[src/tas_pkg.sv]
// Shared constants and carrier types of the temperature alarm monitor.
// Assumes a 100 MHz core clock; every user includes nothing, names are scoped.
package tas_pkg;

    // Power-on values and the diode-fault reading
    localparam logic [7:0] HIGH_LIMIT_RST = 8'h7f;
    localparam logic [7:0] LOW_LIMIT_RST = 8'hc9;
    localparam logic [7:0] RATE_RST = 8'h02;
    localparam logic [7:0] CFG_RST = 8'h00;
    localparam logic [7:0] PTR_RST = 8'h00;
    localparam logic [7:0] TEMP_RST = 8'h00;
    localparam logic [7:0] TEMP_FAULT = 8'h7f;

    // Command codes
    localparam logic [7:0] CMD_RD_LOCAL = 8'h00;
    localparam logic [7:0] CMD_RD_REMOTE = 8'h01;
    localparam logic [7:0] CMD_RD_STATUS = 8'h02;
    localparam logic [7:0] CMD_RD_CFG = 8'h03;
    localparam logic [7:0] CMD_RD_RATE = 8'h04;
    localparam logic [7:0] CMD_RD_LIM0 = 8'h05;
    localparam logic [7:0] CMD_WR_CFG = 8'h09;
    localparam logic [7:0] CMD_WR_RATE = 8'h0a;
    localparam logic [7:0] CMD_WR_LIM0 = 8'h0b;
    localparam logic [7:0] CMD_ONE_SHOT = 8'h0f;

    localparam logic [6:0] ALERT_RESP_ADDR = 7'h0c;

    // Status and configuration bit positions
    localparam int ST_BUSY = 7;
    localparam int ST_TRIP0 = 6;
    localparam int ST_OPEN = 2;
    localparam int CFG_MASK_BIT = 7;
    localparam int CFG_HW_STANDBY_N_BIT = 6;

    localparam logic [2:0] RATE_IDX_MAX = 3'h7;

    // Timing
    localparam int CLK_KHZ = 100000;
    localparam int CONV_TIME_MS = 170;
    localparam int CONV_CYCLES = CONV_TIME_MS * CLK_KHZ;
    localparam int RATE0_PERIOD_MS = 16000;
    localparam int RATE0_CYCLES = RATE0_PERIOD_MS * CLK_KHZ;

    // Analog front end result, valid whenever sampled
    typedef struct packed {
        logic [7:0] local_t;
        logic [7:0] remote_t;
        logic diode_open;
        logic diode_short;
    } tas_meas_t;

    // Open-drain pin as output level and enable
    typedef struct packed {
        logic level;
        logic oe;
    } tas_od_t;

endpackage : tas_pkg

[src/tas_monitor.sv]
// Alarm, status and command logic of a two-channel temperature monitor with SMBus slave.
// Assumes the analog front end presents settled readings on meas; pins are asynchronous.
`timescale 1ns/1ps

// Notes on behaviour
// - After each conversion compare channels to high and low limits; trip sets flag and alert.
// - Power-on loads high limits with 7f and low limits with c9.
// - Send byte with command 0f is a conversion trigger, not a register write.
// - Free-running: one-shot starts conversion at once; ignored while one is running.
// - Software standby: one-shot runs one conversion, then stays in standby.
// - Hardware standby blocks one-shot conversions.
// - Status is read-only; a read clears limit flags unless the fault persists.
// - Status: bit7 busy, 6..5 local hi/lo, 4..3 remote hi/lo, 2 open, 1..0 zero.
// - Open-diode flag, once set, clears only at power-on reset.
// - Every fault raises the alert; busy never does.
// - Alert is active low open-drain, only pulls low when asserted.
// - Alert latched; status read keeps it; alert-response read clears unless fault persists.
// - Answer read at address 0c while alerted with own address and a one.
// - Power-up: alert clear, rate 02, command pointer 00.
// - At conversion start check diode; fault stores 127, alerts, sets bit4 (and bit2 if open).
// - Only write byte, read byte, send byte and receive byte transfers.
// - Receive byte returns register chosen by the last command byte.
// - Each byte is eight bits, MSB first, then one acknowledge bit.
// - While sending, stop driving if data reads low while released high.
// - Codes 00..08 read, 09..0e write, 0f one-shot.
// - Config bit7 masks alert, bit6 software standby; both zero at power-on.
// - Readings and limits are 8-bit two's complement, 1 degree per count.
// - Hardware standby during conversion aborts it; results stay unchanged.
module tas_monitor #(
    parameter int CONV_CYCLES = tas_pkg::CONV_CYCLES,
    parameter int RATE0_CYCLES = tas_pkg::RATE0_CYCLES
) (
    input wire logic core_clk,
    input wire logic nrst,
    input wire logic scl_pin,
    input wire logic serial_data_pin_in,
    output logic serial_data_pin_out,
    output logic serial_data_pin_oe,
    output tas_pkg::tas_od_t alert_n,
    input wire logic hw_standby_n,
    input wire logic [6:0] dev_addr,
    input wire tas_pkg::tas_meas_t meas
);

    typedef enum logic [2:0] {S_IDLE, S_ADDR, S_AACK, S_RX, S_RACK, S_TX, S_TACK} tas_bus_t;

    // Pin synchronisers; stage one feeds only stage two
    logic scl_s1_ff, scl_s2_ff, scl_d_ff;
    logic sda_s1_ff, sda_s2_ff, sda_d_ff;
    logic hw_standby_n_s1_ff, hw_standby_n_s2_ff;
    logic [6:0] addr_s1_ff, addr_s2_ff;

    always_ff @(posedge core_clk) begin
        scl_s1_ff <= scl_pin;
        scl_s2_ff <= scl_s1_ff;
        scl_d_ff <= scl_s2_ff;
        sda_s1_ff <= serial_data_pin_in;
        sda_s2_ff <= sda_s1_ff;
        sda_d_ff <= sda_s2_ff;
        hw_standby_n_s1_ff <= hw_standby_n;
        hw_standby_n_s2_ff <= hw_standby_n_s1_ff;
        addr_s1_ff <= dev_addr;
        addr_s2_ff <= addr_s1_ff;
    end

    wire scl_rise = scl_s2_ff & ~scl_d_ff;
    wire scl_fall = ~scl_s2_ff & scl_d_ff;
    wire start_c = scl_s2_ff & scl_d_ff & sda_d_ff & ~sda_s2_ff;
    wire stop_c = scl_s2_ff & scl_d_ff & ~sda_d_ff & sda_s2_ff;
    wire hw_hw_standby_n = ~hw_standby_n_s2_ff;

    // Bus engine state
    tas_bus_t st_ff;
    logic [3:0] bitc_ff;
    logic [7:0] shift_ff, txbyte_ff, ptr_ff;
    logic rw_ff, ara_ff, wr_ours_ff, oe_ff;
    logic [1:0] nbytes_ff;

    // Register state
    logic [7:0] cfg_ff, rate_ff, local_ff, remote_ff;
    logic [7:0] lim_ff [4];
    logic [3:0] trip_ff, cond_ff;
    logic open_ff, alert_ff, busy_ff, flt_open_ff, flt_short_ff;
    logic [31:0] conv_cnt_ff, rate_cnt_ff;

    // Decode of the bus events
    wire alert_act = alert_ff & ~cfg_ff[tas_pkg::CFG_MASK_BIT];
    wire byte_in = (bitc_ff == 4'h8) & scl_fall;
    wire addr_hit = shift_ff[7:1] == addr_s2_ff;
    wire ara_hit = (shift_ff[7:1] == tas_pkg::ALERT_RESP_ADDR) & shift_ff[0] & alert_act;
    wire rx_done = (st_ff == S_RX) & byte_in;
    wire cmd_load = rx_done & (nbytes_ff == 2'h0);
    wire data_wr = rx_done & (nbytes_ff == 2'h1);
    wire read_done = (st_ff == S_TACK) & scl_rise;
    wire stat_rd = read_done & ~ara_ff & (ptr_ff == tas_pkg::CMD_RD_STATUS);
    wire ara_rd = read_done & ara_ff;
    wire tx_lost = (st_ff == S_TX) & scl_rise & txbyte_ff[7] & ~sda_s2_ff;
    wire oneshot = stop_c & wr_ours_ff & (nbytes_ff == 2'h1) &
                   (ptr_ff == tas_pkg::CMD_ONE_SHOT);
    wire [7:0] status_byte = {busy_ff, trip_ff[0], trip_ff[1], trip_ff[2], trip_ff[3],
                              open_ff, 2'b00};

    // Transmit byte select
    logic [7:0] tx_sel;
    always_comb begin
        case (ptr_ff)
            tas_pkg::CMD_RD_LOCAL: tx_sel = local_ff;
            tas_pkg::CMD_RD_REMOTE: tx_sel = remote_ff;
            tas_pkg::CMD_RD_STATUS: tx_sel = status_byte;
            tas_pkg::CMD_RD_CFG: tx_sel = cfg_ff;
            tas_pkg::CMD_RD_RATE: tx_sel = rate_ff;
            8'h05, 8'h06, 8'h07, 8'h08: tx_sel = lim_ff[2'(ptr_ff - tas_pkg::CMD_RD_LIM0)];
            default: tx_sel = 8'h00;
        endcase
        if (ara_ff) begin
            tx_sel = {addr_s2_ff, 1'b1};
        end
    end

    // SMBus slave engine
    always_ff @(posedge core_clk) begin
        if (!nrst) begin
            st_ff <= S_IDLE;
            bitc_ff <= 4'h0;
            shift_ff <= 8'h00;
            txbyte_ff <= 8'h00;
            ptr_ff <= tas_pkg::PTR_RST;
            rw_ff <= 1'b0;
            ara_ff <= 1'b0;
            wr_ours_ff <= 1'b0;
            oe_ff <= 1'b0;
            nbytes_ff <= 2'h0;
        end else if (start_c) begin
            st_ff <= S_ADDR;
            bitc_ff <= 4'h0;
            nbytes_ff <= 2'h0;
            wr_ours_ff <= 1'b0;
            ara_ff <= 1'b0;
            oe_ff <= 1'b0;
        end else if (stop_c) begin
            st_ff <= S_IDLE;
            oe_ff <= 1'b0;
        end else begin
            case (st_ff)
                S_ADDR, S_RX: begin
                    if (scl_rise) begin
                        shift_ff <= {shift_ff[6:0], sda_s2_ff};
                        bitc_ff <= bitc_ff + 4'h1;
                    end else if (byte_in && st_ff == S_ADDR) begin
                        st_ff <= (addr_hit | ara_hit) ? S_AACK : S_IDLE;
                        oe_ff <= addr_hit | ara_hit;
                        rw_ff <= shift_ff[0];
                        ara_ff <= ara_hit;
                        wr_ours_ff <= addr_hit & ~shift_ff[0];
                    end else if (byte_in) begin
                        st_ff <= S_RACK;
                        oe_ff <= 1'b1;
                        nbytes_ff <= (nbytes_ff == 2'h3) ? nbytes_ff : nbytes_ff + 2'h1;
                        if (cmd_load) begin
                            ptr_ff <= shift_ff;
                        end
                    end
                end
                S_AACK, S_TACK: begin
                    if (read_done && sda_s2_ff) begin
                        st_ff <= S_IDLE;
                    end else if (scl_fall && (rw_ff || st_ff == S_TACK)) begin
                        st_ff <= S_TX;
                        txbyte_ff <= tx_sel;
                        oe_ff <= ~tx_sel[7];
                        bitc_ff <= 4'h0;
                    end else if (scl_fall) begin
                        st_ff <= S_RX;
                        oe_ff <= 1'b0;
                        bitc_ff <= 4'h0;
                    end
                end
                S_RACK: begin
                    if (scl_fall) begin
                        st_ff <= S_RX;
                        oe_ff <= 1'b0;
                        bitc_ff <= 4'h0;
                    end
                end
                S_TX: begin
                    if (tx_lost) begin
                        st_ff <= S_IDLE;
                        oe_ff <= 1'b0;
                    end else if (scl_rise) begin
                        bitc_ff <= bitc_ff + 4'h1;
                    end else if (byte_in) begin
                        st_ff <= S_TACK;
                        oe_ff <= 1'b0;
                    end else if (scl_fall) begin
                        txbyte_ff <= {txbyte_ff[6:0], 1'b0};
                        oe_ff <= ~txbyte_ff[6];
                    end
                end
                default: st_ff <= S_IDLE;
            endcase
        end
    end

    assign serial_data_pin_out = 1'b0;
    assign serial_data_pin_oe = oe_ff;

    // Config and rate writes; limit codes are written below, other codes are accepted and dropped
    always_ff @(posedge core_clk) begin
        if (!nrst) begin
            cfg_ff <= tas_pkg::CFG_RST;
            rate_ff <= tas_pkg::RATE_RST;
        end else if (data_wr && ptr_ff == tas_pkg::CMD_WR_CFG) begin
            cfg_ff <= shift_ff;
        end else if (data_wr && ptr_ff == tas_pkg::CMD_WR_RATE) begin
            rate_ff <= shift_ff;
        end
    end

    // Limits and per-limit comparison
    logic [3:0] new_cond;
    for (genvar i = 0; i < 4; i++) begin : g_lim
        wire [7:0] t = (i < 2) ? meas.local_t : (flt_open_ff | flt_short_ff) ?
                       tas_pkg::TEMP_FAULT : meas.remote_t;
        always_ff @(posedge core_clk) begin
            if (!nrst) begin
                lim_ff[i] <= (i % 2 == 0) ? tas_pkg::HIGH_LIMIT_RST : tas_pkg::LOW_LIMIT_RST;
            end else if (data_wr && ptr_ff == tas_pkg::CMD_WR_LIM0 + 8'(i)) begin
                lim_ff[i] <= shift_ff;
            end
        end
        assign new_cond[i] = (i % 2 == 0) ? ($signed(t) >= $signed(lim_ff[i])) :
                             ($signed(t) <= $signed(lim_ff[i]));
    end

    // Conversion sequencer
    wire [2:0] rate_idx = (rate_ff[7:3] != 5'h00) ? tas_pkg::RATE_IDX_MAX : rate_ff[2:0];
    wire [31:0] period = 32'(RATE0_CYCLES) >> rate_idx;
    wire sw_hw_standby_n = cfg_ff[tas_pkg::CFG_HW_STANDBY_N_BIT];
    wire auto_tick = (rate_cnt_ff == 32'h0) & ~sw_hw_standby_n;
    wire conv_start = ~busy_ff & ~hw_hw_standby_n & (oneshot | auto_tick);
    wire conv_abort = busy_ff & hw_hw_standby_n;
    wire conv_done = busy_ff & ~hw_hw_standby_n & (conv_cnt_ff == 32'h1);
    wire diode_bad = meas.diode_open | meas.diode_short;
    wire start_fault = conv_start & diode_bad;
    wire [3:0] cond_eff = {new_cond[3], new_cond[2] | flt_open_ff | flt_short_ff, new_cond[1:0]};
    wire fault_evt = (conv_done & (|cond_eff)) | start_fault;
    wire fault_now = (|cond_ff) | flt_open_ff | flt_short_ff;

    always_ff @(posedge core_clk) begin
        if (!nrst) begin
            busy_ff <= 1'b0;
            conv_cnt_ff <= 32'h0;
            rate_cnt_ff <= 32'h0;
            flt_open_ff <= 1'b0;
            flt_short_ff <= 1'b0;
            local_ff <= tas_pkg::TEMP_RST;
            remote_ff <= tas_pkg::TEMP_RST;
            cond_ff <= 4'h0;
        end else begin
            busy_ff <= conv_start | (busy_ff & ~conv_done & ~conv_abort);
            conv_cnt_ff <= conv_start ? 32'(CONV_CYCLES) :
                           busy_ff ? conv_cnt_ff - 32'h1 : conv_cnt_ff;
            rate_cnt_ff <= (conv_start | sw_hw_standby_n | hw_hw_standby_n) ? period - 32'h1 :
                           (rate_cnt_ff == 32'h0) ? rate_cnt_ff : rate_cnt_ff - 32'h1;
            if (conv_start) begin
                flt_open_ff <= meas.diode_open;
                flt_short_ff <= meas.diode_short;
            end
            if (conv_done) begin
                local_ff <= meas.local_t;
                remote_ff <= (flt_open_ff | flt_short_ff) ? tas_pkg::TEMP_FAULT : meas.remote_t;
                cond_ff <= cond_eff;
            end
        end
    end

    // Sticky status flags and alert latch; a set beats a clear
    always_ff @(posedge core_clk) begin
        if (!nrst) begin
            trip_ff <= 4'h0;
            open_ff <= 1'b0;
            alert_ff <= 1'b0;
        end else begin
            trip_ff <= ({4{conv_done}} & cond_eff) | {1'b0, start_fault, 2'b00} |
                       (stat_rd ? cond_ff : trip_ff);
            open_ff <= open_ff | (conv_start & meas.diode_open);
            alert_ff <= fault_evt | (ara_rd ? fault_now : alert_ff);
        end
    end

    assign alert_n.level = 1'b0;
    assign alert_n.oe = alert_act;
endmodule : tas_monitor

[config.mk]
export PLATFORM = sky130hd
export DESIGN_NAME = tas_monitor
export DESIGN_NICKNAME = d
export VERILOG_FILES = /design/src/tas_pkg.sv /design/src/tas_monitor.sv
export SDC_FILE = /design/constraint.sdc
export NUM_CORES = 1
export LEC_CHECK = 0
export ABC_AREA = 1
export BUFFER_PORTS_ARGS = -buffer_cell sky130_fd_sc_hd__clkbuf_2
export CORE_MARGIN = 10
export CORE_UTILIZATION = 49
export CTS_BUF_LIST = sky130_fd_sc_hd__clkbuf_16
export DETAILED_ROUTE_END_ITERATION = 10
export PLACE_DENSITY = 0.68
export SETUP_SLACK_MARGIN = 0.15
export SYNTH_ARGS = -nofsm -noshare
export SYNTH_HDL_FRONTEND = slang
export SYNTH_SLANG_ARGS = --single-unit
[constraint.sdc]
create_clock -name core_clk -period 4.1 [get_ports core_clk]
set_input_delay 1.23 -clock core_clk [delete_from_list [all_inputs] [get_ports core_clk]]
set_output_delay 1.23 -clock core_clk [all_outputs]
set_load 0.02 [all_outputs]
==> flow_summary.yaml <==
status:
  status: "finished clean"
yosys:
  syn_area_sq_um: 11100
  ys.flop_type: "dfxtp_1"
  ys_ff_latch: 200
  synth-edff-count: 32
  yosys_warnings: 0
  syn_avg_cell_area_sq_um: 7.15
  yosysSeqAreaShare_pct: 39.0
  synth_area_leaders: "dfxtp_1 30%, nand2_1 10%, edfxtp_1 8.7%, inv_1 7.2%, nor2_1 6.2%"
  syn_inst: 1552
  synthArstFlopShare_pct: 0
  yosysMostFrequentCell: "nand2_1"
  netlist_top_cells_count: "310 x nand2_1, 212 x inv_1, 182 x nor2_1"
  synth_top_cell_by_area: "dfxtp_1"
  synth_top_area_share_pct: 30.3
  synth.distinct_cells: 55
setup_path:
  crit_fanout: 44
  cp-end-kind: "register"
  start_kind: "register"
  slowest_stage: "dfxtp_1"
  critPathKind: "register to register"
  cpMostUsedCell: "nand2_1"
  cp.required_ns: 4.42
  cp.buffers_inverters: 1
  cp_cell_sequence: "ha_1 > nand2_1 > nor2_1 > nand3_1 > nand2_2 > nand2_4 > nand2_8 > inv_4 > nand2_1 > ha_1 > nand2_1 > nor2_4 > nand2_2 > nor2_8 > nand3_1 > nand2_1 > nand2_1 > nand2_1 > nor2_1"
  critPathArrivalTime_ns: 3.73
  crit_family: "simple AND/OR/NAND/NOR gates"
  critPathMaxStageDelay_ns: 0.69
cells_and_area:
  drive_gt1_share_pct: 10.2
  post-route-util_pct: 54.9
  num-fill-cells: 2139
  regArea_sq_um: 4320
  nNetsFinal: 1642
  multi_input_area_sq_um: 5710
  areaGrowthSynthToFinish_pct: 8.94
  finish.instance_area_sq_um: 12100
  diodes: 0
  final_cells: 1861
clocking:
  clkSlewWorstSetupHoldPaths_ns: 0.09
  postCtsHoldBufs: 0
  clock_latency_ns: 0.45
  cts_setup_buffers: 0
  cts.path.max_buffers: 2
  htree_levels: 4
  cts_tree: "done"
  cts_resized: 0
  cts.sinks: 200
  cts_root_buffer: "clkbuf_16"
  tritoncts.num_buffers: 17
floorplan:
  die_x_um: 170
  num_rows: 54
  core_area_sq_um: 22000
  die_area_sq_um: 29100
  io_pins: 34
  start_util_pct: 50.4
  die-height_um: 170
sta:
  maxSlewHeadroom_pct: 27.4
  hold_violations: 0
  min_period_ns: 3.40
  finClkSkew_ns: 0.0150
  fin_ws_ns: 0.697
  maxSlewViolCount: 0
  setup_violations: 0
  fmax_mhz: 294
  post-route-period-util_pct: 83.0
  tns_ns: 0
  tightest_slew_ns: 1.09
  hold-worst-slack_ns: 0.332
  rsz0062_at_grt: "no"
place:
  placed_area_sq_um: 11400
  placed_cells: 1829
  io_buffers: 31
  hpwl_mm: 22.0
  place.gp.congestion: 0.951
  dp_worst_setup_slack_ns: 0.766
grt:
  antenna_found_initial: 0
  grt_pass1_wl_mm: 48.1
  grt_pass1_vias: 9536
  gr-total-overflow: 0
  grt_max_degree: 45
  gr-usage-all-layers_pct: 20.5
detailed_routing:
  wl_per_cell_um: 15.8
  routed_wl_mm: 29.3
  routed_via_density: 5.42
  drtPass1Iterations: 6
  antenna_left: 0
  vias: 10091
  drt_iter0_drc: 844
  route.detailed.drc: 0
pwr:
  p_per_area_nw_per_um2: 351
  power.total_mw: 4.24
  p_leak_nw: 5.24
  peakVddDrop_uv: 289
job:
  drv_cap: 0
hold_path:
  hp-class: "register to register"
[where the power goes]
part	switching [mW]	total (mW)	internal, mW
Clock	0.966	1.85	0.880
Sequential	0.0315	2.06	2.03
Combinational	0.228	0.335	0.107
[layer usage]
metal  track usage (%)  share of wire (%)  vias up
met5                 0                  0        -
met1              26.4                 45     4596
met3              3.49                5.9       43
li1                  -                  -     5090
met2              34.6                 48      362
met4              5.30                1.8        0
[final timing paths]
kind | start | to | slack, ns | cells after the start
setup / recovery | ptr_ff[0] | rate_cnt_ff[28] | 0.70 | 19
hold / removal | addr_s1_ff[5] | addr_s2_ff[5] | 0.33 | 0
setup reg to reg | ptr_ff[0] | rate_cnt_ff[28] | 0.70 | 19
hold reg to reg | addr_s1_ff[5] | addr_s2_ff[5] | 0.33 | 0
[flip-flops by register name, indices dropped and copies added, names as in the netlist, 2 cells and up]
register and flops:
lim_ff 32, local_ff 8, rate_ff 8, remote_ff 8, conv_cnt_ff 32, trip_ff 4
cond_ff 4, addr_s2_ff 7, nbytes_ff 2, st_ff 3, rate_cnt_ff 32, txbyte_ff 8
cfg_ff 8, addr_s1_ff 7, shift_ff 8, ptr_ff 8, bitc_ff 4
[logic make-up (layout without fill, tap and decap cells)]
kind of cell | Yosys count | in the layout | share of synthesized area, %
simple gates | 709 | 709 | 29.3
other cells | 1 | 2 | 0.0338
buf+inv | 266 | 294 | 9.61
flops | 200 | 200 | 39.0
fa+ha+maj | 44 | 44 | 4.96
xor+xnor | 26 | 26 | 2.05
compound gates | 306 | 306 | 15.1
[layout make-up]
class,instances,share of cell area [%]
multi-input combinational,1087,47.2
sequential,200,35.8
inverter,226,7.04
clock buffer,17,3.52
tap,280,2.90
clock inverter,15,1.95
timing repair buffer,36,1.59
[worst register-to-register path, stage by stage (launching register included)]
cell     delay [ns]
dfxtp_1        0.69
ha_1           0.29
nand2_1        0.06
nor2_1         0.08
nand3_1        0.14
nand2_2        0.14
nand2_4        0.21
nand2_8        0.32
inv_4          0.16
nand2_1        0.11
ha_1           0.20
nand2_1        0.14
nor2_4         0.18
nand2_2        0.10
nor2_8         0.16
nand3_1        0.09
nand2_1        0.07
nand2_1        0.05
nand2_1        0.05
nor2_1         0.04
[cell usage in the layout, fill, tap and decap left out, drive strengths merged]
cell type,instances
a22oi,1
xnor2,15
a31oi,10
o211ai,10
dfxtp,168
a21boi,2
nor3,28
ha,44
a211oi,10
nand4,20
a221oi,1
clkinv,6
xor2,11
edfxtp,32
nand3,84
a21oi,130
nand2,331
nand3b,1
or2,16
o21bai,5
conb,2
nor2,214
buf,5
o21ai,118
o31ai,5
o22ai,10
o21a,1
nor4,13
inv,235
o2111ai,1
clkbuf,48
o311ai,2
and3,2
Note: power is estimated with default switching activity, not from simulation.
